===== src/asp_pkg.sv =====
package asp_pkg;
    // Register byte offsets
    localparam logic [7:0] ADR_DATA = 8'h00;
    localparam logic [7:0] ADR_FLAG = 8'h04;
    localparam logic [7:0] ADR_IBRD = 8'h08;
    localparam logic [7:0] ADR_FBRD = 8'h0C;
    localparam logic [7:0] ADR_LCR  = 8'h10;
    localparam logic [7:0] ADR_CTL  = 8'h14;
    localparam logic [7:0] ADR_ILPR = 8'h18;
    // line_control_reg fields
    localparam int LCR_BRK  = 0;
    localparam int LCR_PEN  = 1;
    localparam int LCR_EPS  = 2;
    localparam int LCR_STP2 = 3;
    localparam int LCR_FEN  = 4;
    localparam int LCR_WLEN = 5;
    localparam int LCR_SPS  = 7;
    // control_reg fields
    localparam int CTL_EN   = 0;
    localparam int CTL_SIR  = 1;
    localparam int CTL_SIRLP = 2;
    localparam int CTL_LBE  = 7;
    localparam int CTL_TXE  = 8;
    localparam int CTL_RXE  = 9;
    // flag_reg fields
    localparam int FR_BUSY  = 3;
    localparam int FR_RXFE  = 4;
    localparam int FR_TXFF  = 5;
    localparam int FR_RXFF  = 6;
    localparam int FR_TXFE  = 7;
    // Receive entry status bits
    localparam int ERR_FE   = 8;
    localparam int ERR_PE   = 9;
    localparam int ERR_BE   = 10;
    localparam int ERR_OE   = 11;
    // Reset values
    localparam logic [9:0]  CTL_RESET  = 10'h300;
    localparam logic [7:0]  LCR_RESET  = 8'h00;
    localparam logic [15:0] IBRD_RESET = 16'h0000;
    localparam logic [5:0]  FBRD_RESET = 6'h00;
    localparam logic [7:0]  ILPR_RESET = 8'h00;
    // Oversample timing
    localparam logic [3:0] SUB_LAST  = 4'hF;
    localparam logic [3:0] SUB_START = 4'h7;
    localparam logic [3:0] IR_PULSE  = 4'h3;
    localparam logic [1:0] LP_PULSE  = 2'h3;
    typedef enum logic [4:0] {
        TX_IDLE = 5'b00001, TX_START = 5'b00010, TX_DATA = 5'b00100,
        TX_PAR  = 5'b01000, TX_STOP  = 5'b10000
    } asp_tx_type;
    typedef enum logic [4:0] {
        RX_IDLE = 5'b00001, RX_START = 5'b00010, RX_DATA = 5'b00100,
        RX_PAR  = 5'b01000, RX_STOP  = 5'b10000
    } asp_rx_type;
endpackage


===== src/asp_top.sv =====
`timescale 1ns/10ps
// How it works
// - Separate 16-character transmit and receive FIFOs; receive entries carry four status bits.
// - FIFO depth selectable, including single-entry double-buffered holding register mode.
// - Character length programmable to 5, 6, 7 or 8 data bits.
// - Parity even, odd, stick or none, for both transmit and receive.
// - Transmitter appends one or two stop bits as programmed.
// - Line break can be sent and is detected on input.
// - Transmit and receive have own enable bits, both set after reset.
// - Disabling the port mid-character finishes that character first.
// - Frame is start bit, data LSB first, optional parity, stop bits.
// - Overrun, parity, framing and break flags stored with each received character.
// - Divisor is 16-bit integer plus 6-bit fraction, 22 bits total.
// - Oversample tick at sixteen times bit rate drives transmit and receive.
// - Divisor and line settings load together only on line control write.
// - With port and transmit enabled, writing transmit FIFO starts sending until the FIFO is empty.
// - Busy rises on non-empty FIFO, falls after last stop bit leaves.
// - Start bit accepted only if input still low on eighth tick.
// - Data bits sampled every sixteenth tick after the start bit.
// - Parity bit sampled and checked right after the last data bit.
// - Stop sampled low flags framing error; character still stored.
// - Infrared coding selectable, low-power divider from 1 to 256.
// - Normal infrared sends zero as 3/16 bit high pulse, one as low.
// - Low-power infrared pulse lasts three low-power ticks.
// - After reset both FIFOs act as single-entry holding registers.
// - Loopback routes the transmit stream into the receiver.
module asp_top
    import asp_pkg::*;
#(
    parameter int DEPTH = 16
) (
    // Clock and reset
    input  wire logic        mclk,
    input  wire logic        sys_rst,
    // AHB-Lite slave
    input  wire logic        hsel,
    input  wire logic [31:0] haddr,
    input  wire logic [1:0]  htrans,
    input  wire logic        hwrite,
    input  wire logic [2:0]  hsize,
    input  wire logic [31:0] hwdata,
    input  wire logic        hready,
    output logic             hreadyout,
    output logic             hresp,
    output logic [31:0]      hrdata,
    // Serial line
    input  wire logic        serial_in_pin,
    output logic             serial_out_pin
);
    localparam int CW = $clog2(DEPTH);

    if (DEPTH < 2 || (DEPTH & (DEPTH - 1)) != 0) begin : g_chk
        $error("DEPTH must be a power of two of at least 2");
    end

    function automatic logic par_of(input logic [7:0] d, input logic [7:0] l);
        logic [7:0] m;
        m = d & (8'hFF >> (2'd3 - l[LCR_WLEN +: 2]));
        if (l[LCR_SPS]) begin
            par_of = ~l[LCR_EPS];
        end else begin
            par_of = l[LCR_EPS] ? ^m : ~^m;
        end
    endfunction

    // Bus slave: one wait state so read data leaves a flop
    logic        pend_q, pend_d, wr_q, wr_d, rdy_q, rdy_d;
    logic [7:0]  adr_q, adr_d;
    logic [31:0] rd_q, rd_d, rd_val;
    logic        take;
    logic        wr_data, wr_ibrd, wr_fbrd, wr_lcr, wr_ctl, wr_ilpr, rd_data;
    // Configuration
    logic [15:0] ibrd_q, ibrd_d, sh_ibrd_q, sh_ibrd_d;
    logic [5:0]  fbrd_q, fbrd_d, sh_fbrd_q, sh_fbrd_d;
    logic [7:0]  lcr_q, lcr_d, ilpr_q, ilpr_d;
    logic [9:0]  ctl_q, ctl_d;
    // Tick generators
    logic [15:0] bcnt_q, bcnt_d;
    logic [5:0]  acc_q, acc_d;
    logic [7:0]  lpc_q, lpc_d;
    logic        tick, lptick, carry;
    // FIFOs
    logic [7:0]  tx_mem [DEPTH];
    logic [11:0] rx_mem [DEPTH];
    logic [CW-1:0] txw_q, txw_d, txr_q, txr_d, rxw_q, rxw_d, rxr_q, rxr_d;
    logic [CW:0] txc_q, txc_d, rxc_q, rxc_d, cap;
    logic        tx_push, tx_pop, rx_push, rx_pop, tx_full, rx_full;
    logic [11:0] rx_wd;
    // Transmitter
    asp_tx_type  tst_q, tst_d;
    logic [7:0]  tsh_q, tsh_d;
    logic [2:0]  tbit_q, tbit_d, nlast;
    logic [3:0]  tsub_q, tsub_d;
    logic [1:0]  lpn_q, lpn_d;
    logic        tpar_q, tpar_d, tstp_q, tstp_d, raw_q, raw_d, out_q, out_d;
    logic        busy_q, busy_d, tend;
    // Receiver
    asp_rx_type  rst_q, rst_d;
    logic [7:0]  rsh_q, rsh_d;
    logic [2:0]  rbit_q, rbit_d;
    logic [3:0]  rsub_q, rsub_d, irs_q, irs_d;
    logic        rprev_q, rprev_d, perr_q, perr_d, allz_q, allz_d;
    logic        ovp_q, ovp_d, line, rsmp;

    assign take    = hsel && htrans[1] && hready;
    assign wr_data = pend_q && wr_q && adr_q == ADR_DATA;
    assign wr_ibrd = pend_q && wr_q && adr_q == ADR_IBRD;
    assign wr_fbrd = pend_q && wr_q && adr_q == ADR_FBRD;
    assign wr_lcr  = pend_q && wr_q && adr_q == ADR_LCR;
    assign wr_ctl  = pend_q && wr_q && adr_q == ADR_CTL;
    assign wr_ilpr = pend_q && wr_q && adr_q == ADR_ILPR;
    assign rd_data = pend_q && !wr_q && adr_q == ADR_DATA;

    always_comb begin
        rd_val = 32'h0000_0000;
        case (adr_q)
            ADR_DATA: rd_val[11:0] = rx_mem[rxr_q];
            ADR_FLAG: begin
                rd_val[FR_BUSY] = busy_q;
                rd_val[FR_RXFE] = rxc_q == 0;
                rd_val[FR_TXFF] = tx_full;
                rd_val[FR_RXFF] = rx_full;
                rd_val[FR_TXFE] = txc_q == 0;
            end
            ADR_IBRD: rd_val[15:0] = ibrd_q;
            ADR_FBRD: rd_val[5:0] = fbrd_q;
            ADR_LCR:  rd_val[7:0] = lcr_q;
            ADR_CTL:  rd_val[9:0] = ctl_q;
            ADR_ILPR: rd_val[7:0] = ilpr_q;
            default:  rd_val = 32'h0000_0000;
        endcase
    end

    always_comb begin
        pend_d = 1'b0;
        wr_d   = wr_q;
        adr_d  = adr_q;
        rdy_d  = 1'b1;
        rd_d   = rd_q;
        if (take) begin
            pend_d = 1'b1;
            wr_d   = hwrite;
            adr_d  = haddr[7:0];
            rdy_d  = 1'b0;
        end else if (pend_q && !wr_q) begin
            rd_d = rd_val;
        end
    end

    always_ff @(posedge mclk or posedge sys_rst) begin
        if (sys_rst) begin
            pend_q <= 1'b0;
            wr_q   <= 1'b0;
            adr_q  <= 8'h00;
            rdy_q  <= 1'b1;
            rd_q   <= 32'h0000_0000;
        end else begin
            pend_q <= pend_d;
            wr_q   <= wr_d;
            adr_q  <= adr_d;
            rdy_q  <= rdy_d;
            rd_q   <= rd_d;
        end
    end

    assign hreadyout = rdy_q;
    assign hrdata    = rd_q;
    assign hresp     = 1'b0;

    // Divisors are staged; live copy moves only with the line settings
    always_comb begin
        ibrd_d    = wr_ibrd ? hwdata[15:0] : ibrd_q;
        fbrd_d    = wr_fbrd ? hwdata[5:0] : fbrd_q;
        lcr_d     = wr_lcr ? hwdata[7:0] : lcr_q;
        sh_ibrd_d = wr_lcr ? ibrd_q : sh_ibrd_q;
        sh_fbrd_d = wr_lcr ? fbrd_q : sh_fbrd_q;
        ctl_d     = wr_ctl ? hwdata[9:0] : ctl_q;
        ilpr_d    = wr_ilpr ? hwdata[7:0] : ilpr_q;
    end

    always_ff @(posedge mclk or posedge sys_rst) begin
        if (sys_rst) begin
            ibrd_q    <= IBRD_RESET;
            fbrd_q    <= FBRD_RESET;
            sh_ibrd_q <= IBRD_RESET;
            sh_fbrd_q <= FBRD_RESET;
            lcr_q     <= LCR_RESET;
            ctl_q     <= CTL_RESET;
            ilpr_q    <= ILPR_RESET;
        end else begin
            ibrd_q    <= ibrd_d;
            fbrd_q    <= fbrd_d;
            sh_ibrd_q <= sh_ibrd_d;
            sh_fbrd_q <= sh_fbrd_d;
            lcr_q     <= lcr_d;
            ctl_q     <= ctl_d;
            ilpr_q    <= ilpr_d;
        end
    end

    // Fraction accumulator stretches one period by a cycle on overflow
    assign tick   = bcnt_q == 16'h0000 && sh_ibrd_q != 16'h0000;
    assign lptick = lpc_q == 8'h00;
    always_comb begin
        {carry, acc_d} = {1'b0, acc_q};
        bcnt_d = bcnt_q - 16'h0001;
        if (sh_ibrd_q == 16'h0000) begin
            bcnt_d = 16'h0000;
        end else if (tick) begin
            {carry, acc_d} = {1'b0, acc_q} + {1'b0, sh_fbrd_q};
            bcnt_d = sh_ibrd_q - 16'h0001 + {15'h0000, carry};
        end
        lpc_d = lptick ? ilpr_q - 8'h01 : lpc_q - 8'h01;
    end

    always_ff @(posedge mclk or posedge sys_rst) begin
        if (sys_rst) begin
            bcnt_q <= 16'h0000;
            acc_q  <= 6'h00;
            lpc_q  <= 8'h00;
        end else begin
            bcnt_q <= bcnt_d;
            acc_q  <= acc_d;
            lpc_q  <= lpc_d;
        end
    end

    // FIFO bookkeeping; a full push is dropped
    assign cap     = lcr_q[LCR_FEN] ? (CW+1)'(DEPTH) : (CW+1)'(1);
    assign tx_full = txc_q >= cap;
    assign rx_full = rxc_q >= cap;
    assign tx_push = wr_data && !tx_full;
    assign rx_pop  = rd_data && rxc_q != 0;
    always_comb begin
        txw_d = tx_push ? txw_q + 1'b1 : txw_q;
        txr_d = tx_pop ? txr_q + 1'b1 : txr_q;
        txc_d = txc_q + (CW+1)'(tx_push) - (CW+1)'(tx_pop);
        rxw_d = (rx_push && !rx_full) ? rxw_q + 1'b1 : rxw_q;
        rxr_d = rx_pop ? rxr_q + 1'b1 : rxr_q;
        rxc_d = rxc_q + (CW+1)'(rx_push && !rx_full) - (CW+1)'(rx_pop);
    end

    always_ff @(posedge mclk) begin
        if (tx_push) begin
            tx_mem[txw_q] <= hwdata[7:0];
        end
        if (rx_push && !rx_full) begin
            rx_mem[rxw_q] <= rx_wd;
        end
    end

    always_ff @(posedge mclk or posedge sys_rst) begin
        if (sys_rst) begin
            txw_q <= '0;
            txr_q <= '0;
            txc_q <= '0;
            rxw_q <= '0;
            rxr_q <= '0;
            rxc_q <= '0;
        end else begin
            txw_q <= txw_d;
            txr_q <= txr_d;
            txc_q <= txc_d;
            rxw_q <= rxw_d;
            rxr_q <= rxr_d;
            rxc_q <= rxc_d;
        end
    end

    // Transmitter
    assign nlast  = {1'b1, lcr_q[LCR_WLEN +: 2]};
    assign tend   = tick && tsub_q == SUB_LAST;
    assign tx_pop = tst_q == TX_IDLE && txc_q != 0 && ctl_q[CTL_EN] && ctl_q[CTL_TXE];
    always_comb begin
        tst_d  = tst_q;
        tsh_d  = tsh_q;
        tbit_d = tbit_q;
        tpar_d = tpar_q;
        tstp_d = tstp_q;
        tsub_d = tick ? tsub_q + 4'h1 : tsub_q;
        case (tst_q)
            TX_IDLE: if (tx_pop) begin
                tst_d  = TX_START;
                tsh_d  = tx_mem[txr_q];
                tpar_d = par_of(tx_mem[txr_q], lcr_q);
                tsub_d = 4'h0;
            end
            TX_START: if (tend) begin
                tst_d  = TX_DATA;
                tbit_d = 3'd0;
            end
            TX_DATA: if (tend) begin
                tsh_d  = tsh_q >> 1;
                tbit_d = tbit_q + 3'd1;
                tstp_d = 1'b0;
                if (tbit_q == nlast) begin
                    tst_d = lcr_q[LCR_PEN] ? TX_PAR : TX_STOP;
                end
            end
            TX_PAR: if (tend) begin
                tst_d = TX_STOP;
            end
            TX_STOP: if (tend) begin
                tstp_d = 1'b1;
                if (!lcr_q[LCR_STP2] || tstp_q) begin
                    tst_d = TX_IDLE;
                end
            end
            default: tst_d = TX_IDLE;
        endcase
        case (tst_q)
            TX_START: raw_d = 1'b0;
            TX_DATA:  raw_d = tsh_q[0];
            TX_PAR:   raw_d = tpar_q;
            default:  raw_d = 1'b1;
        endcase
        if (lcr_q[LCR_BRK]) begin
            raw_d = 1'b0;
        end
        lpn_d = lpn_q;
        if (tsub_d != tsub_q || tx_pop) begin
            lpn_d = 2'd0;
        end else if (lptick && lpn_q != LP_PULSE) begin
            lpn_d = lpn_q + 2'd1;
        end
        if (!ctl_q[CTL_SIR]) begin
            out_d = raw_q;
        end else if (ctl_q[CTL_SIRLP]) begin
            out_d = !raw_q && lpn_q != LP_PULSE;
        end else begin
            out_d = !raw_q && tsub_q < IR_PULSE;
        end
        busy_d = txc_d != 0 || tst_d != TX_IDLE;
    end

    always_ff @(posedge mclk or posedge sys_rst) begin
        if (sys_rst) begin
            tst_q  <= TX_IDLE;
            tsh_q  <= 8'h00;
            tbit_q <= 3'd0;
            tsub_q <= 4'h0;
            tpar_q <= 1'b0;
            tstp_q <= 1'b0;
            lpn_q  <= 2'd0;
            raw_q  <= 1'b1;
            out_q  <= 1'b1;
            busy_q <= 1'b0;
        end else begin
            tst_q  <= tst_d;
            tsh_q  <= tsh_d;
            tbit_q <= tbit_d;
            tsub_q <= tsub_d;
            tpar_q <= tpar_d;
            tstp_q <= tstp_d;
            lpn_q  <= lpn_d;
            raw_q  <= raw_d;
            out_q  <= out_d;
            busy_q <= busy_d;
        end
    end

    assign serial_out_pin = out_q;

    // Receiver; infrared pulses are stretched to about one bit
    always_comb begin
        if (ctl_q[CTL_LBE]) begin
            line = raw_q;
        end else if (ctl_q[CTL_SIR]) begin
            line = serial_in_pin && irs_q == 4'h0;
        end else begin
            line = serial_in_pin;
        end
    end
    assign rsmp = tick && rsub_q == SUB_LAST;

    always_comb begin
        rst_d   = rst_q;
        rsh_d   = rsh_q;
        rbit_d  = rbit_q;
        perr_d  = perr_q;
        allz_d  = allz_q;
        rx_push = 1'b0;
        rx_wd   = 12'h000;
        rprev_d = line;
        irs_d   = !serial_in_pin ? SUB_LAST : (tick && irs_q != 0 ? irs_q - 4'h1 : irs_q);
        rsub_d  = tick ? rsub_q + 4'h1 : rsub_q;
        case (rst_q)
            RX_IDLE: if (rprev_q && !line && ctl_q[CTL_EN] && ctl_q[CTL_RXE]) begin
                rst_d  = RX_START;
                rsub_d = 4'h0;
                rsh_d  = 8'h00;
                rbit_d = 3'd0;
                perr_d = 1'b0;
                allz_d = 1'b1;
            end
            RX_START: if (tick && rsub_q == SUB_START) begin
                rst_d  = line ? RX_IDLE : RX_DATA;
                rsub_d = 4'h0;
            end
            RX_DATA: if (rsmp) begin
                rsh_d[rbit_q] = line;
                allz_d = allz_q && !line;
                rbit_d = rbit_q + 3'd1;
                if (rbit_q == nlast) begin
                    rst_d = lcr_q[LCR_PEN] ? RX_PAR : RX_STOP;
                end
            end
            RX_PAR: if (rsmp) begin
                perr_d = line != par_of(rsh_q, lcr_q);
                allz_d = allz_q && !line;
                rst_d  = RX_STOP;
            end
            RX_STOP: if (rsmp) begin
                rx_push = 1'b1;
                rx_wd[ERR_FE] = !line;
                rx_wd[ERR_BE] = allz_q && !line;
                rx_wd[ERR_PE] = perr_q;
                rx_wd[ERR_OE] = ovp_q;
                rx_wd[7:0] = (allz_q && !line) ? 8'h00 : rsh_q;
                rst_d = RX_IDLE;
            end
            default: rst_d = RX_IDLE;
        endcase
        // Lost character marks the next stored one
        ovp_d = rx_push ? rx_full : ovp_q;
    end

    always_ff @(posedge mclk or posedge sys_rst) begin
        if (sys_rst) begin
            rst_q   <= RX_IDLE;
            rsh_q   <= 8'h00;
            rbit_q  <= 3'd0;
            rsub_q  <= 4'h0;
            irs_q   <= 4'h0;
            rprev_q <= 1'b1;
            perr_q  <= 1'b0;
            allz_q  <= 1'b0;
            ovp_q   <= 1'b0;
        end else begin
            rst_q   <= rst_d;
            rsh_q   <= rsh_d;
            rbit_q  <= rbit_d;
            rsub_q  <= rsub_d;
            irs_q   <= irs_d;
            rprev_q <= rprev_d;
            perr_q  <= perr_d;
            allz_q  <= allz_d;
            ovp_q   <= ovp_d;
        end
    end
endmodule


===== config.mk =====
export PLATFORM = sky130hd
export DESIGN_NAME = asp_top
export DESIGN_NICKNAME = d
export VERILOG_FILES = /design/src/asp_pkg.sv /design/src/asp_top.sv
export SDC_FILE = /design/constraint.sdc
export NUM_CORES = 1
export LEC_CHECK = 0
export ABC_AREA = 1
export BUFFER_PORTS_ARGS = -buffer_cell sky130_fd_sc_hd__buf_2
export CORE_AREA = 3 3 161 281
export DETAILED_ROUTE_END_ITERATION = 12
export DIE_AREA = 0 0 164 284
export PLACE_DENSITY_LB_ADDON = 0.05
export SYNTH_ARGS = -nofsm -noshare
export SYNTH_HDL_FRONTEND = slang
export SYNTH_SLANG_ARGS = --single-unit

===== constraint.sdc =====
create_clock -name mclk -period 6.9 [get_ports mclk]
set_clock_uncertainty 0.1 [all_clocks]
set_input_delay 0.69 -clock mclk [delete_from_list [all_inputs] [get_ports mclk]]
set_output_delay 0.69 -clock mclk [all_outputs]
set_load 0.01 [all_outputs]

# Word-level counts from Yosys, hierarchy flattened

Memory sizes are Yosys's and may differ from the RTL's.
Cells that the tools add are included.

Memory bits (writable): 320
Bits in registers: 208
Output and inout bits: 35
Input port bits: 75
ROM bits: 0
Memories kept: 2
Latch bits: 0

Memories:

| name   | words | bits a word | read ports | clocked after Yosys merged registers in | wr ports | RTL line      | RTL |
|---|---|---|---|---|---|---|---|
| rx_mem | 16    | 12          | 1          | 0                                       | 1        | asp_top.sv:84 | `logic [11:0] rx_mem [DEPTH];` |
| tx_mem | 16    | 8           | 1          | 0                                       | 1        | asp_top.sv:83 | `logic [7:0] tx_mem [DEPTH];` |

Divide/modulo/power cells: 0
$add $sub $neg: 21
$lt $le $gt $ge: 5
Muxes and demuxes: 85
Equality and inequality tests: 37
Shift-type cells: 1
Bitwise logic cells: 5
Multiply operators: 0
Reduce and logical (&&, ||, !) cells: 74

Operator list:

| cell                                                                   | number |
|---|---|
| 5-bit two-way mux                                                      | 15 |
| 5-bit case mux with 5 select lines                                     | 2 |
| 8-bit two-way mux                                                      | 6 |
| 4-bit two-way mux                                                      | 9 |
| 16-bit zero test                                                       | 2 |
| 16-bit two-way mux                                                     | 2 |
| 8-bit case mux with 2 select lines                                     | 2 |
| 16-bit by 1-bit subtractor with 16-bit output (second input constant)  | 2 |
| 1-bit logical AND                                                      | 31 |
| 1-bit two-way mux                                                      | 26 |
| 4-bit by 1-bit adder with 4-bit output (second input constant)         | 6 |
| 8-bit by 5-bit equality test with 1-bit output (second input constant) | 3 |
| 12-bit two-way mux                                                     | 2 |
| 2-bit != test (second input constant)                                  | 11 |
| 3-bit case mux with 7 select lines                                     | 1 |
| 3-bit case mux with 6 select lines                                     | 1 |
| 3-bit AND reduction                                                    | 6 |
| 16-bit by 1-bit adder with 16-bit output                               | 1 |
| 8-bit bitwise AND                                                      | 2 |
| 8-bit by 4-bit equality test with 1-bit output (second input constant) | 2 |
| 8-bit zero test                                                        | 2 |
| 16-bit nonzero test                                                    | 1 |
| 8-bit XNOR reduction                                                   | 2 |
| 8-bit XOR reduction                                                    | 2 |
| 48 further kinds                                                       | 89 |

# Longest topological paths before layout

Depth after elaboration: 11
Gate-level depth with buffers: 21
Gate-level depth less buffers: 21

# Worst setup path after synthesis

Ideal clock, no wire load.

Path kind: register to register
From: register bcnt_q[0]
To: register rxc_q[4]
Stages on the path, launching flop included: 22
Arrival time: 3.146 ns
Library setup time: 0.079 ns
Required time: 6.721 ns
Setup slack: 3.574 ns
Cell sequence: dfrtp_1 > inv_1 > ha_1 > nand2_2 > nor3_4 > nand4_1 > nor2_2 > nand2_2 > nor2_4 > nand3_1 > nor2_1 > nand2_2 > nor2_8 > inv_1 > ha_1 > inv_1 > ha_1 > fa_1 > a21oi_1 > nor2_1 > nor2_1 > xor2_1

Longest elaborated chain between the ends: 8

RTL lines:

| element                                     | RTL line       | RTL |
|---|---|---|
| from (decl)                                 | asp_top.sv:78  | `logic [15:0] bcnt_q, bcnt_d;` |
| from (signal assigned)                      | asp_top.sv:222 | `bcnt_q <= bcnt_d;` |
| 16-bit zero test                            | asp_top.sv:202 | `assign tick = bcnt_q == 16'h0000 && sh_ibrd_q != 16'h0000;` |
| 1-bit logical AND                           | asp_top.sv:202 |  |
| 1-bit logical AND                           | asp_top.sv:374 | `assign rsmp = tick && rsub_q == SUB_LAST;` |
| 1-bit two-way mux                           | asp_top.sv:413 | `RX_STOP: if (rsmp) begin` |
| 1-bit two-way mux                           | asp_top.sv:387 | `case (rst_q)` |
| 1-bit logical AND                           | asp_top.sv:240 | `rxc_d = rxc_q + (CW+1)'(rx_push && !rx_full) - (CW+1)'(rx_pop);` |
| 5-bit by 1-bit adder with 5-bit output      | asp_top.sv:240 |  |
| 5-bit by 1-bit subtractor with 5-bit output | asp_top.sv:240 |  |
| named net rxc_d[4]                          | asp_top.sv:86  | `logic [CW:0] txc_q, txc_d, rxc_q, rxc_d, cap;` |
| to (signal assigned)                        | asp_top.sv:266 | `rxc_q <= rxc_d;` |
| to (decl)                                   | asp_top.sv:86  |  |

The timed path passes the listed nets, and every way through them passes these cells.
A chain may end at the register's enable or synchronous reset.

# Worst setup path in the final report

From: register txc_q[2]
To: register busy_q

Elaborated cells between the ends (all ways): 14

RTL lines:

| element                                     | RTL line       | RTL |
|---|---|---|
| from (decl)                                 | asp_top.sv:86  |  |
| from (signal assigned)                      | asp_top.sv:263 | `txc_q <= txc_d;` |
| 5-bit nonzero test                          | asp_top.sv:273 | `assign tx_pop = tst_q == TX_IDLE && txc_q != 0 && ctl_q[CTL_EN] && ctl_q[CTL_TXE];` |
| 1-bit logical AND (3 in series)             | asp_top.sv:273 |  |
| named net tx_pop                            | asp_top.sv:87  | `logic tx_push, tx_pop, rx_push, rx_pop, tx_full, rx_full;` |
| 5-bit by 1-bit subtractor with 5-bit output | asp_top.sv:237 | `txc_d = txc_q + (CW+1)'(tx_push) - (CW+1)'(tx_pop);` |
| named net txc_d[4]                          | asp_top.sv:86  |  |
| 5-bit nonzero test                          | asp_top.sv:333 | `busy_d = txc_d != 0 \|\| tst_d != TX_IDLE;` |
| 1-bit logical OR                            | asp_top.sv:333 |  |
| named net busy_d                            | asp_top.sv:96  | `logic busy_q, busy_d, tend;` |
| to (signal assigned)                        | asp_top.sv:358 | `busy_q <= busy_d;` |
| to (decl)                                   | asp_top.sv:96  |  |

The timed path passes the listed nets, and every way through them passes these cells.

==> flow_summary.ini <==
[status]
status = complete, no violations

[route]
wl_per_cell_um = 20.3
avgViaCountPerCell = 5.66
ant_nets = 0
dr_total_vias = 17200
drt_pass1_iterations = 7
routed_wl_um = 61700
detail_route.drc_violations = 0
drtIter0Drc = 1211

[timing]
tightest_slew_ns = 1.27
hold_viol = 0
rsz0062_at_grt = no
setup_tns_ns = 0
slew_violations = 0
fin_crit_sh_pct = 63.7
setup_violations = 0
relSlewSlack_pct = 15.1
period_minus_slack_ns = 4.39
fmax_mhz = 228
hold_slack_ns = 0.180

[clock_tree]
clock-sinks = 528
ctsHtreeMaxLevel = 2
clk_latency_ns = 0.58
clock_path_buffers = 3
post_cts_resized = 0
cts-root-buf = clkbuf_16
hold_buffers = 0
post_cts_buffers = 0
path_clk_slew_ns = 0.06
cts_made_buffers = 46
tritoncts = done

[floorplan]
start_util_pct = 55.6
io_pins = 110
fp.dieW_um = 164
fp.coreArea_um2 = 43300
die_y_um = 284
row_count = 101
dieArea_um2 = 46600

[critical_path]
cp.required_ns = 7.18
crit_start = txc_q[2]
r2r-start = txc_q[2]
worst-setup-path-type = reg2reg
startpoint_type = flip-flop
crit_path_end = busy_q
ff2ff_path_depth = 17
critPathMaxFanout = 9
crit_arrival_ns = 4.67
cp-end-kind = flip-flop
rr_endpoint = busy_q
reg2reg_slack_ns = 2.51

[synthesis]
seq_area_frac_synth_pct = 61.5
yosysUniqueCellTypes = 60
yosys_register_bits = 528
yosysTopAreaCell = edfxtp_1
ys_warn_count = 0
netlist_instances = 2413
yosys.area.top_type_share_pct = 39.8
synth_edf_count = 320
synthTopCellsByCount = nand2_1, edfxtp_1, inv_1
avgSynthCellArea_um2 = 9.99
synthTopCellsByArea = edfxtp_1, dfrtp_1, nand2_1
syn_area_um2 = 24100
synth_most_common_cell = nand2_1
async_flop_share_pct = 39.4
synth_ff_type = edfxtp_1

[global_route]
grt_max_degree = 134
track_usage_pct = 26.6
grt_pass1_wl_um = 94800
grt_pass1_vias = 17100
grt-ovfl-total = 0
antenna_found_initial = 0

[min_path]
hp-class = in2async

[power_and_ir_drop]
peakVddDrop_v = 0.000274
leakage_nw = 11.5
p_per_area_nw_per_um2 = 320

[placed_design]
io_buffers = 48
gp_congestion = 0.893
place.detailed.hpwl_um = 42600

[finish]
drive_gt1_share_pct = 8.53
fillers = 3607
antennaDiodeCount = 0
final_nets = 2563
area_growth_pct = 9.09

[flow_run]
maxCapViolations = 0
## layout make-up
| type | count | area, um2 | area share [%] |
|---|---|---|---|
| flip-flops and latches | 528 | 14800 | 56.4 |
| multi-input cells | 1510 | 7860 | 29.9 |
| clock buffers | 64 | 1310 | 4.98 |
| inverters | 286 | 1080 | 4.11 |
| well taps | 566 | 708 | 2.69 |
| repair buffers | 66 | 375 | 1.43 |
| clock inverters | 19 | 146 | 0.556 |
## cell usage in the layout, fill, tap and decap left out, types with 8 or more instances in the layout
master     instances
a211oi_1          11
xor2_1            46
nor2_1           228
nand3_1          150
o211ai_1          21
or2_2             10
nand4_1           16
inv_1            277
buf_4             18
edfxtp_1         320
nand2_2            9
nor3_1            25
clkbuf_1          10
nor2_2            19
conb_1            17
dfstp_2            8
nand2_1          468
mux2_2             8
o22ai_1           31
nor4_1             8
a21oi_1           54
dfrtp_1          198
o21ai_0          238
clkinv_1           8
clkbuf_16         47
o221ai_1          30
xnor2_1           12
buf_2             48
ha_1              47
## metrics by stage
stage                     setup slack [ns]  power [mW]  util (%)  cell area, um2  instances
after floorplan                      0.442        5.30         -           24200       2429
after global placement                2.70        5.88      57.3           24900       2956
after detailed placement              2.63        5.94      57.3           24900       2956
after CTS                             2.61        8.48      60.7           26300       3039
after global routing                  2.45        8.89      60.7           26300       3039
final                                 2.51        8.42      60.7           26300       3039
## flip-flops by register name (all words and copies together), names as in the netlist, 10 cells and up
| signal | count |
|---|---|
| bcnt_q | 16 |
| ctl_q | 10 |
| hrdata | 16 |
| ibrd_q | 16 |
| rx_mem | 192 |
| sh_ibrd_q | 16 |
| tx_mem | 128 |
## worst max-delay path, stage by stage, from the launching register on
cell and delay (ns):
dfrtp_1 0.38, inv_1 0.12, ha_1 0.16, inv_1 0.05, nor4_1 0.95, nor3_1 0.15, nand2_1 0.32, inv_1 0.30
ha_1 0.35, inv_1 0.06, ha_1 0.15, inv_1 0.05, fa_1 0.41, o21ai_0 0.21, a21oi_1 0.11, xor2_1 0.16
nor2_1 0.10, nand3_1 0.09
## logic make-up (layout without fill, tap and decap cells)
logic type | count (synthesis) | count (layout) | share of synthesized area (%)
AO/OA/AOI/OAI | 428 | 428 | 10.4
XOR/XNOR | 58 | 58 | 2.11
adder cells (fa/ha/maj) | 50 | 50 | 2.69
flip-flops | 528 | 528 | 61.5
buffers and inverters | 391 | 435 | 6.37
other | 1 | 17 | 0.0155
multiplexers | 8 | 8 | 0.374
AND/OR/NAND/NOR | 949 | 949 | 16.6
## report_power, final
part / switching (mW) / total (mW) / internal (mW)
clock network: 1.14 / 2.54 / 1.40
registers: 0.180 / 3.71 / 3.53
logic: 1.50 / 2.17 / 0.665
## worst min path at each step
stage	startpoint	slack (ns)	endpoint	cells after the start
floorplan	lcr_q[0]	0.29	raw_q	1
detailed placement	lcr_q[0]	0.35	raw_q	1
CTS	haddr[6]	0.21	adr_q[6]	3
global placement	lcr_q[0]	0.34	raw_q	1
finish	sys_rst	0.18	txc_q[2]	2
global route	haddr[0]	0.22	adr_q[0]	3
## per-layer routing
layer	global-route usage [%]	vias up	share of wire, %
met4	11.9	0	4.8
met5	0	-	0
li1	-	8164	-
met3	3.23	150	4.6
met2	49.4	511	54
met1	30.0	8382	36
(Power assumes the default switching activity.)
